File: src/include/srsr_regs.vh
// Register map, field defaults and timing constants of the speed reference ramp block
`ifndef SRSR_REGS_VH
`define SRSR_REGS_VH
// Byte offsets, one aligned word per register
`define SRSR_OFF_CTRL       12'h000
`define SRSR_OFF_MAXREV     12'h004
`define SRSR_OFF_OFFSET     12'h008
`define SRSR_OFF_INCHREF    12'h00C
`define SRSR_OFF_REF1       12'h010
`define SRSR_OFF_REF2       12'h014
`define SRSR_OFF_REF3       12'h018
`define SRSR_OFF_REF4       12'h01C
`define SRSR_OFF_RAMP0      12'h020
`define SRSR_OFF_INCHRAMP   12'h040
`define SRSR_OFF_RAMPCTRL   12'h044
`define SRSR_OFF_POSTRAMP   12'h048
`define SRSR_OFF_STATUS     12'h04C
`define SRSR_OFF_PRERAMP    12'h050
// Control register bit positions
`define SRSR_CTRL_BIPOLAR   0
`define SRSR_CTRL_RUN       1
`define SRSR_CTRL_REVERSE   2
`define SRSR_CTRL_INCH      3
`define SRSR_CTRL_SEL_A     4
`define SRSR_CTRL_SEL_B     5
`define SRSR_CTRL_INTERLOCK 6
`define SRSR_CTRL_LOGIC_DIS 7
// Ramp control bit positions
`define SRSR_RC_ENABLE      0
`define SRSR_RC_HOLD        1
`define SRSR_RC_INCH_EN     2
`define SRSR_RC_QSEL        3
`define SRSR_RC_COMMON      7
`define SRSR_RC_X10         8
// Reset values
`define SRSR_RST_MAXREV     11'h000
`define SRSR_RST_INCHREF    11'h032
`define SRSR_RST_REF2       11'h12C
`define SRSR_RST_RAMP_G1    11'h064
`define SRSR_RST_RAMP_G2    11'h064
`define SRSR_RST_INCHRAMP   11'h064
// Scaling
`define SRSR_FULL_SCALE     11'h3E8
`define SRSR_ZERO_BAND      11'h008
`define SRSR_RAMP_MAX       11'h7CF
`define SRSR_TICK_US        100
`define SRSR_CLK_MHZ        20
`define SRSR_TICK_CYCLES    (`SRSR_TICK_US * `SRSR_CLK_MHZ)
// One ramp unit is 0.1 s, i.e. 1000 ticks of 100 us
`define SRSR_TICKS_PER_UNIT 1000
`endif

File: src/rtl/srsr_speed_ref.v
// Speed reference selection, limiting and quadrant ramp generator with APB access
//
// The implementer's own choices: register access over APB and the register offsets.
`timescale 1ns/1ns
`default_nettype none
`include "srsr_regs.vh"

module srsr_speed_ref (
    // Clock and reset
    input  wire        pclk,
    input  wire        presetn,
    // APB slave
    input  wire        psel,
    input  wire        penable,
    input  wire        pwrite,
    input  wire [11:0] paddr,
    input  wire [31:0] pwdata,
    output reg  [31:0] prdata,
    output reg         pready,
    output reg         pslverr,
    // Drive inputs
    input  wire        run_permit_input,
    input  wire        run_request_input,
    // Speed references arriving from programmable inputs
    input  wire [10:0] general_input_three,
    input  wire [10:0] general_input_four,
    input  wire        gp_ref_load,
    // Speed loop side
    output reg  [10:0] post_ramp_ref,
    output reg         start_inhibit
);

    localparam [2:0] ST_IDLE = 3'b001;
    localparam [2:0] ST_STEP = 3'b010;
    localparam [2:0] ST_WAIT = 3'b100;

    ////////////////////////////////////////////////////////////////////////////////
    // Register map, byte offsets, one aligned word each
    // 0x00 control: b0 bipolar, b1 run, b2 reverse, b3 inch,
    //      b4 select A, b5 select B, b6 zero interlock, b7 start logic off
    // 0x04 maximum reverse speed, a magnitude of 0..1000
    // 0x08 offset and 0x0C inch reference, both signed
    // 0x10..0x1C references one to four, signed
    // 0x20..0x3C ramp times, index group*4 + quadrant
    //      quadrant 0 fwd accel, 1 fwd decel, 2 rev decel, 3 rev accel
    // 0x40 inch ramp time
    // 0x44 ramp control: b0 enable, b1 hold, b2 inch ramp enable,
    //      b3..b6 per-quadrant group, b7 common group, b8 time x10
    // 0x48 post-ramp and 0x50 pre-ramp reference, read only
    // 0x4C status, read only: b0 run, b1 permit, b2 start inhibit
    // Other addresses read zero with pslverr and drop writes, except unaligned ones in 0x10..0x1C and 0x20..0x3F, which alias a word.
    // Signed values sit in the low 11 bits and read back sign-extended.
    // Reset: ramp on in group 1, all ramp times 100 (10 s), inch reference 50,
    // reference two 300, other references, offset and reverse limit zero.
    // A zero reverse limit gives two-quadrant behaviour, fwd accel and fwd decel only, until software opens it.
    // Every transfer is zero-wait: pready rises in the first access cycle.

    ////////////////////////////////////////////////////////////////////////////////
    // Registers
    reg  [7:0]  ctrl;
    reg  [10:0] max_reverse_speed;
    reg  [10:0] offset_ref;
    reg  [10:0] inch_ref;
    reg  [10:0] speed_ref [0:3];
    reg  [10:0] ramp_time [0:7];
    reg  [10:0] inch_ramp_time;
    reg  [8:0]  ramp_ctrl;
    reg  [10:0] pre_ramp_ref;
    reg  [2:0]  state;
    reg  [10:0] tick_cnt;
    reg  [31:0] acc;
    reg  [31:0] period;
    reg  [10:0] pre_offset_ref;

    wire        wr_en = psel & penable & pwrite;
    wire        permit = run_permit_input;

    // Saturate a 13-bit signed value to +/- full scale
    function [10:0] sat;
        input signed [12:0] v;
        begin
            if (v > $signed({2'b00, `SRSR_FULL_SCALE}))
                sat = `SRSR_FULL_SCALE;
            else if (v < -$signed({2'b00, `SRSR_FULL_SCALE}))
                sat = -`SRSR_FULL_SCALE;
            else
                sat = v[10:0];
        end
    endfunction

    // Ramp times run 0..1999 units; only the low 11 bits of a write are kept, and values above 1999 there are clipped, not wrapped
    function [10:0] ramp_clip;
        input [10:0] t;
        begin
            if (t > `SRSR_RAMP_MAX)
                ramp_clip = `SRSR_RAMP_MAX;
            else
                ramp_clip = t;
        end
    endfunction

    ////////////////////////////////////////////////////////////////////////////////
    // Reference chain, evaluated combinationally
    reg  [10:0] sel_ref;
    reg  [10:0] post_off;
    reg  [10:0] polar;
    reg  [10:0] limited;
    reg  [10:0] next_pre_ramp;
    always @* begin
        sel_ref = speed_ref[{ctrl[`SRSR_CTRL_SEL_B], ctrl[`SRSR_CTRL_SEL_A]}];
        // Inch replaces every source, including references fed from inputs
        if (ctrl[`SRSR_CTRL_INCH])
            sel_ref = inch_ref;
        // Stage order matters: offset, polarity, reverse, then the reverse limit
        post_off = sat($signed({{2{sel_ref[10]}}, sel_ref}) + $signed({{2{offset_ref[10]}}, offset_ref}));
        polar = post_off;
        if (!ctrl[`SRSR_CTRL_BIPOLAR] && post_off[10])
            polar = 11'h000;
        if (ctrl[`SRSR_CTRL_REVERSE])
            polar = sat(-$signed({{2{polar[10]}}, polar}));
        limited = polar;
        if (polar[10] && ($signed(polar) < -$signed({1'b0, max_reverse_speed[9:0]})))
            limited = -{1'b0, max_reverse_speed[9:0]};
        next_pre_ramp = ctrl[`SRSR_CTRL_RUN] ? limited : 11'h000;
    end

    ////////////////////////////////////////////////////////////////////////////////
    // Quadrant choice and ramp period
    reg  [1:0]  quad;
    reg         grp;
    reg  [10:0] sel_time;
    reg  [31:0] next_period;
    // A zero output takes its sign from the target, so a start from rest
    // picks the accel rate of the direction it is heading
    wire        out_neg = post_ramp_ref[10] | (post_ramp_ref == 11'h000 && pre_ramp_ref[10]);
    wire        target_gt = $signed(pre_ramp_ref) > $signed(post_ramp_ref);
    always @* begin
        // Quadrant order: fwd accel, fwd decel, rev decel, rev accel
        if (!out_neg)
            quad = target_gt ? 2'd0 : 2'd1;
        else
            quad = target_gt ? 2'd2 : 2'd3;
        grp = ramp_ctrl[`SRSR_RC_COMMON] | ramp_ctrl[`SRSR_RC_QSEL + quad];
        sel_time = ramp_time[{grp, quad}];
        if (ctrl[`SRSR_CTRL_INCH] && ramp_ctrl[`SRSR_RC_INCH_EN])
            sel_time = inch_ramp_time;
        // Ticks per count: time * 1000 ticks / 1000 counts; x10 scales time
        next_period = {21'h0, sel_time};
        if (ramp_ctrl[`SRSR_RC_X10])
            next_period = {21'h0, sel_time} * 32'd10;
    end

    ////////////////////////////////////////////////////////////////////////////////
    // Register writes and run flag control
    integer i;
    always @(posedge pclk or negedge presetn) begin
        if (!presetn) begin
            ctrl              <= 8'h00;
            max_reverse_speed <= `SRSR_RST_MAXREV;
            offset_ref        <= 11'h000;
            inch_ref          <= `SRSR_RST_INCHREF;
            speed_ref[0]      <= 11'h000;
            speed_ref[1]      <= `SRSR_RST_REF2;
            speed_ref[2]      <= 11'h000;
            speed_ref[3]      <= 11'h000;
            for (i = 0; i < 4; i = i + 1) begin
                ramp_time[i]   <= `SRSR_RST_RAMP_G1;
                ramp_time[i+4] <= `SRSR_RST_RAMP_G2;
            end
            inch_ramp_time    <= `SRSR_RST_INCHRAMP;
            ramp_ctrl         <= 9'h001;
        end else begin
            if (wr_en) begin
                case (paddr)
                    `SRSR_OFF_CTRL: begin
                        ctrl <= pwdata[7:0];
                        // A refused run bit is stored as zero; the rest of the word lands
                        if (!permit)
                            ctrl[`SRSR_CTRL_RUN] <= 1'b0;
                    end
                    `SRSR_OFF_MAXREV: begin
                        // Magnitude above full scale would wrap in the 10-bit compare
                        if (pwdata[10:0] > `SRSR_FULL_SCALE)
                            max_reverse_speed <= `SRSR_FULL_SCALE;
                        else
                            max_reverse_speed <= pwdata[10:0];
                    end
                    `SRSR_OFF_OFFSET:   offset_ref <= sat({{2{pwdata[10]}}, pwdata[10:0]});
                    `SRSR_OFF_INCHREF:  inch_ref <= sat({{2{pwdata[10]}}, pwdata[10:0]});
                    `SRSR_OFF_INCHRAMP: inch_ramp_time <= ramp_clip(pwdata[10:0]);
                    `SRSR_OFF_RAMPCTRL: ramp_ctrl <= pwdata[8:0];
                    default: begin
                        if (paddr >= `SRSR_OFF_REF1 && paddr <= `SRSR_OFF_REF4)
                            speed_ref[paddr[3:2]] <= sat({{2{pwdata[10]}}, pwdata[10:0]});
                        if (paddr >= `SRSR_OFF_RAMP0 && paddr < `SRSR_OFF_INCHRAMP)
                            ramp_time[paddr[4:2]] <= ramp_clip(pwdata[10:0]);
                    end
                endcase
            end
            // Programmable inputs feed references 3 and 4
            // Level-sensitive: while the load stands, the inputs overwrite bus writes
            if (gp_ref_load) begin
                speed_ref[2] <= sat({{2{general_input_three[10]}}, general_input_three});
                speed_ref[3] <= sat({{2{general_input_four[10]}}, general_input_four});
            end
            // Start logic off: the run input is followed every cycle except a control write
            if (ctrl[`SRSR_CTRL_LOGIC_DIS] && !(wr_en && paddr == `SRSR_OFF_CTRL))
                ctrl[`SRSR_CTRL_RUN] <= run_request_input & permit;
            // Permit loss is placed last so it overrides every other source
            if (!permit)
                ctrl[`SRSR_CTRL_RUN] <= 1'b0;
        end
    end

    ////////////////////////////////////////////////////////////////////////////////
    // Ramp engine: one step per tick, period counted in ticks
    // A tick is 2000 cycles, 100 us at 20 MHz. A ramp time of T units of 0.1 s
    // spans 1000 counts in 1000*T ticks, so the output moves a count every T
    // ticks, or 10*T when scaled. Except at zero time, which jumps straight to the target, the step is one whole count, so long
    // ramps move in visible stairs rather than fractions.
    // The quadrant is chosen afresh on each step, so a target across zero
    // switches from the decel to the accel rate as the output passes zero.
    always @(posedge pclk or negedge presetn) begin
        if (!presetn) begin
            state          <= ST_IDLE;
            tick_cnt       <= 11'h000;
            acc            <= 32'h0;
            period         <= 32'h0;
            pre_ramp_ref   <= 11'h000;
            post_ramp_ref  <= 11'h000;
            pre_offset_ref <= 11'h000;
            start_inhibit  <= 1'b0;
        end else begin
            pre_ramp_ref   <= next_pre_ramp;
            pre_offset_ref <= sel_ref;
            period         <= next_period;
            // Start held off until reference is near zero
            // The interlock only reports; the start logic elsewhere must honour it.
            // Inch counts as a source, so an inch reference outside the band inhibits too.
            start_inhibit  <= ctrl[`SRSR_CTRL_INTERLOCK] & ~ctrl[`SRSR_CTRL_RUN] &
                              ~(($signed(sel_ref) > -$signed(`SRSR_ZERO_BAND)) &&
                                ($signed(sel_ref) < $signed(`SRSR_ZERO_BAND)));
            case (state)
                ST_IDLE: begin
                    state <= ST_WAIT;
                end
                ST_WAIT: begin
                    // STEP takes a cycle itself, so WAIT ends one early: 2000 cycles a tick
                    if (tick_cnt == `SRSR_TICK_CYCLES - 2) begin
                        tick_cnt <= 11'h000;
                        state    <= ST_STEP;
                    end else begin
                        tick_cnt <= tick_cnt + 11'h001;
                    end
                end
                ST_STEP: begin
                    state <= ST_WAIT;
                    if (!ramp_ctrl[`SRSR_RC_ENABLE]) begin
                        post_ramp_ref <= pre_ramp_ref;
                        acc <= 32'h0;
                    end else if (ramp_ctrl[`SRSR_RC_HOLD]) begin
                        // Hold keeps the part count too, so release resumes mid-count
                        acc <= acc;
                    end else if (post_ramp_ref != pre_ramp_ref) begin
                        // Zero time means instant step; else one count per period ticks
                        if (period == 32'h0 || acc + 32'd1 >= period) begin
                            acc <= 32'h0;
                            post_ramp_ref <= target_gt ? post_ramp_ref + 11'h001
                                                       : post_ramp_ref - 11'h001;
                            if (period == 32'h0)
                                post_ramp_ref <= pre_ramp_ref;
                        end else begin
                            acc <= acc + 32'd1;
                        end
                    end else begin
                        acc <= 32'h0;
                    end
                end
                default: state <= ST_IDLE;
            endcase
            // Bypass is immediate, not tick-paced
            if (!ramp_ctrl[`SRSR_RC_ENABLE])
                post_ramp_ref <= pre_ramp_ref;
        end
    end

    ////////////////////////////////////////////////////////////////////////////////
    // APB read path; zero-wait, unmapped reads give zero with pslverr
    // Read data is latched in setup so it stands through the access cycle
    always @(posedge pclk or negedge presetn) begin
        if (!presetn) begin
            prdata  <= 32'h0;
            pready  <= 1'b0;
            pslverr <= 1'b0;
        end else begin
            pready  <= psel & ~penable;
            pslverr <= 1'b0;
            prdata  <= 32'h0;
            if (psel & ~penable) begin
                case (paddr)
                    `SRSR_OFF_CTRL:     prdata <= {24'h0, ctrl};
                    `SRSR_OFF_MAXREV:   prdata <= {21'h0, max_reverse_speed};
                    `SRSR_OFF_OFFSET:   prdata <= {{21{offset_ref[10]}}, offset_ref};
                    `SRSR_OFF_INCHREF:  prdata <= {{21{inch_ref[10]}}, inch_ref};
                    `SRSR_OFF_INCHRAMP: prdata <= {21'h0, inch_ramp_time};
                    `SRSR_OFF_RAMPCTRL: prdata <= {23'h0, ramp_ctrl};
                    `SRSR_OFF_POSTRAMP: prdata <= {{21{post_ramp_ref[10]}}, post_ramp_ref};
                    `SRSR_OFF_STATUS:   prdata <= {29'h0, start_inhibit, permit, ctrl[`SRSR_CTRL_RUN]};
                    `SRSR_OFF_PRERAMP:  prdata <= {{21{pre_ramp_ref[10]}}, pre_ramp_ref};
                    default: begin
                        if (paddr >= `SRSR_OFF_REF1 && paddr <= `SRSR_OFF_REF4)
                            prdata <= {{21{speed_ref[paddr[3:2]][10]}}, speed_ref[paddr[3:2]]};
                        else if (paddr >= `SRSR_OFF_RAMP0 && paddr < `SRSR_OFF_INCHRAMP)
                            prdata <= {21'h0, ramp_time[paddr[4:2]]};
                        else
                            pslverr <= 1'b1;
                    end
                endcase
            end
        end
    end

endmodule // srsr_speed_ref
`default_nettype wire

File: config.mk
export PLATFORM = sky130hd
export DESIGN_NAME = srsr_speed_ref
export DESIGN_NICKNAME = d
export VERILOG_FILES = /design/src/rtl/srsr_speed_ref.v
export VERILOG_INCLUDE_DIRS = /design/src /design/src/include
export SDC_FILE = /design/constraint.sdc
export NUM_CORES = 1
export LEC_CHECK = 0
export BUFFER_PORTS_ARGS = -buffer_cell sky130_fd_sc_hd__buf_2
export CAP_MARGIN = 20
export CORE_AREA = 5 5 211 213
export DETAILED_ROUTE_END_ITERATION = 12
export DIE_AREA = 0 0 216 218
export RECOVER_POWER = 100
export SYNTH_ARGS = -nofsm -noshare
export SYNTH_HDL_FRONTEND = slang
export SYNTH_SLANG_ARGS = --single-unit
File: constraint.sdc
create_clock -name pclk -period 9.7 [get_ports pclk]
set_input_delay 0.97 -clock pclk [delete_from_list [all_inputs] [get_ports pclk]]
set_output_delay 0.97 -clock pclk [all_outputs]
set_load 0.01 [all_outputs]
==> results.sh, run 1 <==
export IMPL_outcome="finished, violations left"
export IMPL_violations="capacitance limit, slew limit"
export IMPL_path_buf_inv=2
export IMPL_core_area_sq_um=42500
export IMPL_synthXorXnorAreaFrac=0.0247
export IMPL_routed_wl_um=54400
export IMPL_cts_sinks=291
export IMPL_skew_ns=0.0345
export IMPL_fin_crit_ns=8.88
export IMPL_synth_edff_count=0
export IMPL_num_fill_cells=3984
export IMPL_gp_congestion=0.944
export IMPL_grt_first_pass_wirelength_um=84900
export IMPL_p_per_area_nw_per_um2=130
export IMPL_start_util=0.441
export IMPL_path_delay_family="compound AO/OA/AOI/OAI gates"
export IMPL_cts_resized=0
export IMPL_drive_above_1_share=0.140
export IMPL_nets=2178
export IMPL_finalSetupTns_ns=0
export IMPL_row_count=76
export IMPL_hold_viol_final=0
export IMPL_slew_headroom=-2.72
export IMPL_ys_seq_area_frac=0.391
export IMPL_path_class="flip-flop to flip-flop"
export IMPL_cts_setup_buffers=0
export IMPL_async_flop_share=1.00
export IMPL_hp_class="flip-flop to flip-flop"
export IMPL_synth_area_top_cells="dfrtp_1, mux4_2, ha_1"
export IMPL_drv_cap=8
export IMPL_drtIter0Drc=1426
export IMPL_cp_start_kind="flip-flop"
export IMPL_synth_simple_area_share=0.161
export IMPL_required_ns=10.10
export IMPL_syn_cell_area_sq_um=18800
export IMPL_syn_inst=1982
export IMPL_ant_nets=0
export IMPL_die_width_um=216
export IMPL_clk_pin_slew_ns=0.06
export IMPL_die_y_um=218
export IMPL_leakagePower_nw=9.30
export IMPL_antenna_found_initial=2
export IMPL_drc_errors=0
export IMPL_yosys_area_share_adder=0.0592
export IMPL_arrival_ns=9.28
export IMPL_synth_top_area_share=0.340
export IMPL_cts_tree="built"
export IMPL_finalCritPeriodShare=0.915
export IMPL_cts_htree_levels=2
export IMPL_hold_buffers=0
export IMPL_syn_to_final_growth_pct=9.58
export IMPL_ys_flop_type="dfrtp_1"
export IMPL_synth_seq_cells=291
export IMPL_max_freq_ghz=0.113
export IMPL_io_pins=120
export IMPL_worst_path_max_delay_cell="dfrtp_1"
export IMPL_portBuffers=98
export IMPL_synth_compound_area_frac=0.177
export IMPL_dp_hpwl_um=39000
export IMPL_avgSynthCellArea_sq_um=9.47
export IMPL_post_route_cell_area_sq_um=20600
export IMPL_setup_viol=0
export IMPL_rsz0062_at_grt="no"
export IMPL_grt_use_total=0.228
export IMPL_yosysTopAreaCell="dfrtp_1"
export IMPL_slowest_delay_ns=0.67
export IMPL_final_cell_mix="dfrtp_1, nand2_1, o21ai_0"
export IMPL_synth_mux_area_frac=0.142
export IMPL_syn_nets=2143
export IMPL_grt_max_degree=103
export IMPL_final_common_cell="dfrtp_1"
export IMPL_slew_viol_final=401
export IMPL_viasPerCell=5.92
export IMPL_dieArea_sq_um=47100
export IMPL_clock_root_buffer="clkbuf_16"
export IMPL_cts_made_buffers=35
export IMPL_worst_pin_slew_ns=5.57
export IMPL_max_vdd_ir_drop_uv=114
export IMPL_worstPathMaxFanout=18
export IMPL_dr_pass1_iters=6
export IMPL_post_drt_wl_per_cell_um=21.0
export IMPL_yosys_warnings=0
export IMPL_critPathCaptureType="flip-flop"
export IMPL_clkLatencyLatePin_ns=0.56
export IMPL_synth_top_family_by_area="compound AO/OA/AOI/OAI gates"
export IMPL_gr_total_overflow=0
export IMPL_grt_pass1_vias=14800
export IMPL_via_count=15300
export IMPL_clockBufferDepth=3
export IMPL_placed_area_sq_um=19500
export IMPL_synth_cell_type_count=81
==> through the flow <==
step           std cells  hold slack, ns  worst slack (ns)  utilization  total power, mW
2_1_floorplan       1982           0.439              1.74            -             1.35
3_3_place_gp        2523           0.453              1.18        0.460             1.43
3_5_place_dp        2523           0.460             0.964        0.460             1.43
4_1_cts             2586           0.469             0.896        0.486             2.71
5_1_grt             2589           0.505             0.133        0.484             2.78
6_report            2590           0.469             0.824        0.484             2.68
==> final timing paths <==
check,from,endpoint,slack [ns],cells after the start
setup / recovery,ctrl[4],pre_ramp_ref[1],0.82,32
hold / removal,ramp_time[50],ramp_time[50],0.47,2
setup reg to reg,ctrl[4],pre_ramp_ref[1],0.82,32
hold reg to reg,ramp_time[50],ramp_time[50],0.47,2
max in group asynchronous,presetn,offset_ref[2],1.84,3
min in group asynchronous,presetn,tick_cnt[8],2.47,1
==> routing by layer <==
metal  up-vias  wire length, um  global-route usage
met5         -                7                   0
li1       7259                -                   -
met4         2             1750              0.0729
met3       107             4120              0.0584
met2       504            23800               0.347
met1      7448            24700               0.322
==> flip-flops by register name, indices dropped and copies added, names as in the netlist, 11 cells and up <==
register,flops
tick_cnt,11
acc,32
speed_ref,44
period,15
max_reverse_speed,11
inch_ramp_time,11
prdata,12
inch_ref,11
ramp_time,88
post_ramp_ref,11
pre_ramp_ref,11
offset_ref,11
==> cell usage after synthesis, types with 5 or more instances <==
cell      count
xnor2_1      33
o21ai_0     205
nor4_1       17
nor2b_1      30
o22ai_1       7
a22o_1        5
inv_1        80
mux4_2       54
nand2_1     244
and3_1       19
buf_4        20
and2_1       32
xor2_1       20
nand2b_1     22
nand4_1      23
buf_2         7
or2_2        10
o22a_1        5
a22oi_1      14
a31oi_1       8
a21boi_0      5
dfrtp_1     255
ha_1         84
dfstp_2      36
or3_1         9
nor3b_1       8
o21a_1       12
o31ai_1      10
a211o_1       8
a221oi_1     14
buf_1         9
mux2_2       63
nor4b_1       5
or2_1         7
o21bai_1     11
a211oi_1     13
a21o_1       23
mux2i_1      71
nand3_1      35
nor3_1       32
a222oi_1     10
nor2_1      126
clkbuf_1     81
a21oi_1     121
o211ai_1      6
==> where the power goes <==
group	internal, mW	switching, mW
combinational	0.0544	0.113
clock	0.741	0.531
sequential	1.23	0.0115
==> cells by family after synthesis <==
family,count (synthesis)
muxes,189
adders and majority gates,87
buffers and inverters,201
xor gates and xnor gates,53
DFF,291
and+or+nand+nor,634
AOI/OAI and AO/OA,527
==> worst min-delay path: stages (launching register included) <==
cell	delay [ns]
dfstp_2	0.37
nand2_1	0.05
nand2_1	0.05
==> cell type report <==
type	instances	area [sq um]	area share
Sequential cell	291	7330	0.356
Multi-Input combinational cell	1490	10600	0.514
Antenna cell	1	2.50	0.000122
Inverter	80	300	0.0146
Clock buffer	48	985	0.0479
Tap cell	546	683	0.0332
Timing Repair Buffer	119	566	0.0275
Clock inverter	15	124	0.00603
Power figures use the tool's default switching activity.
==> run 2, diff against run 1 <==
Settings changed: CELL_PAD_IN_SITES_DETAIL_PLACEMENT from default to 0, CELL_PAD_IN_SITES_GLOBAL_PLACEMENT from default to 1, PLACE_DENSITY_LB_ADDON from default to 0.1.
==> results.sh, run 2 (same netlist as run 1, synthesis figures left out) <==
export IMPL_cts_htree_levels=2
export IMPL_drc_errors=0
export IMPL_r2r_start="post_ramp_ref[1]"
export IMPL_start_util=0.441
export IMPL_clk_pin_slew_ns=0.06
export IMPL_hp_class="flip-flop to flip-flop"
export IMPL_setup_viol=0
export IMPL_worst_path_max_delay_cell="nand2_1"
export IMPL_largest_reg_flops=88
export IMPL_row_count=76
export IMPL_cts_setup_buffers=0
export IMPL_cts_sinks=291
export IMPL_hold_buffers=0
export IMPL_num_fill_cells=4159
export IMPL_required_ns=10.13
export IMPL_routed_wl_um=55700
export IMPL_die_width_um=216
export IMPL_ant_nets=0
export IMPL_m1WireLength_um=26300
export IMPL_nets=2180
export IMPL_viasPerCell=5.90
export IMPL_crit_start="post_ramp_ref[1]"
export IMPL_clock_root_buffer="clkbuf_16"
export IMPL_clockBufferDepth=3
export IMPL_drtIter0Drc=1091
export IMPL_dieArea_sq_um=47100
export IMPL_path_class="flip-flop to flip-flop"
export IMPL_die_y_um=218
export IMPL_syn_to_final_growth_pct=10.0
export IMPL_seqCellArea_sq_um=7330
export IMPL_met2WireLength_um=24200
export IMPL_max_vdd_ir_drop_uv=150
export IMPL_final_common_cell="dfrtp_1"
export IMPL_cts_made_buffers=36
export IMPL_top_regs="ramp_time (88), speed_ref (44), acc (32)"
export IMPL_timing_rr_end="period[14]"
export IMPL_grt_max_degree=80
export IMPL_hold_viol_final=0
export IMPL_grt_first_pass_wirelength_um=87000
export IMPL_slew_viol_final=454
export IMPL_leakagePower_nw=9.32
export IMPL_worstSetupEndpoint="period[14]"
export IMPL_setup_ws_ns=0.769
export IMPL_post_drt_wl_per_cell_um=21.5
export IMPL_via_count=15300
export IMPL_drive_above_1_share=0.139
export IMPL_drv_cap=11
export IMPL_dp_hpwl_um=40500
export IMPL_grt_pass1_vias=14700
export IMPL_post_place_ws_ns=0.915
export IMPL_fin_crit_ns=8.93
export IMPL_portBuffers=98
export IMPL_slew_headroom=-1.65
export IMPL_finalCritPeriodShare=0.921
export IMPL_io_pins=120
export IMPL_multiInputGateArea_sq_um=10600
export IMPL_clkLatencyLatePin_ns=0.55
export IMPL_worstPathMaxFanout=33
export IMPL_final_cell_mix="dfrtp_1, nand2_1, o21ai_0"
export IMPL_outcome="finished, violations left"
export IMPL_reg2reg_slack_ns=0.77
export IMPL_cp_start_kind="flip-flop"
export IMPL_regMostFlops="ramp_time"
export IMPL_core_area_sq_um=42500
export IMPL_p_per_area_nw_per_um2=135
export IMPL_finalSetupTns_ns=0
export IMPL_violations="capacitance limit, slew limit"
export IMPL_max_freq_ghz=0.112
export IMPL_slowest_delay_ns=1.30
export IMPL_rsz0062_at_grt="no"
export IMPL_cts_tree="built"
export IMPL_gp_congestion=0.915
export IMPL_antenna_found_initial=6
export IMPL_cts_resized=0
export IMPL_arrival_ns=9.36
export IMPL_critPathCaptureType="flip-flop"
export IMPL_grt_use_total=0.235
export IMPL_diodes=0
export IMPL_route_met3_wl_um=4000
export IMPL_dr_pass1_iters=6
export IMPL_reg2reg_depth=30
export IMPL_gr_total_overflow=0
export IMPL_worst_pin_slew_ns=3.97
export IMPL_routed_top_layer="met5"
export IMPL_skew_ns=0.0196
[run 2: worst max-delay path, delay by kind of cell, from the launching register on]
| kind | cells | cell delay (ns) |
|---|---|---|
| AOI/OAI and AO/OA | 14 | 2.24 |
| muxes | 3 | 0.99 |
| adders and majority gates | 5 | 1.70 |
| buffers and inverters | 2 | 1.27 |
| DFF | 1 | 0.54 |
| and+or+nand+nor | 6 | 2.05 |
[run 2: power by group]
group	leakage (nW)	internal, mW	switching, mW
clock network	0.597	0.855	0.530
logic	4.88	0.0544	0.114
registers	3.85	1.23	0.0120
total	9.32	2.14	0.656
[run 2: area by class of cell]
class,instances,share of cell area
Timing Repair Buffer,120,0.0263
Inverter,80,0.0145
Clock inverter,11,0.00788
Clock buffer,54,0.0509
Multi-Input combinational cell,1490,0.512
Tap cell,546,0.0331
Sequential cell,291,0.355
[run 2: per-layer routing]
metal	track usage	vias to the layer above
met4	0.0621	8
met5	0	-
met1	0.352	7470
li1	-	7262
met3	0.0430	80
met2	0.352	478
[run 2: worst min-delay path by stage]
stage            start               to  slack (ns)  cells past startpoint
2_1_floorplan   acc[9]           acc[9]        0.44                      2
3_5_place_dp    acc[9]           acc[9]        0.46                      2
4_1_cts        presetn  pre_ramp_ref[6]        0.40                      1
3_3_place_gp    acc[9]           acc[9]        0.45                      2
5_1_grt         acc[9]           acc[9]        0.50                      2
6_report        acc[9]           acc[9]        0.47                      2
[run 2: stage by stage]
step / instances / cell area [sq um] / power, mW / utilization / hold slack (ns)
finish: 2592 / 20600 / 2.79 / 0.486 / 0.472
global route: 2592 / 20600 / 2.90 / 0.486 / 0.502
CTS: 2590 / 20800 / 2.83 / 0.488 / 0.402
detailed placement: 2525 / 19500 / 1.43 / 0.460 / 0.462
global placement: 2524 / 19500 / 1.43 / 0.460 / 0.453
floorplan: 1982 / 18800 / 1.35 / - / 0.439
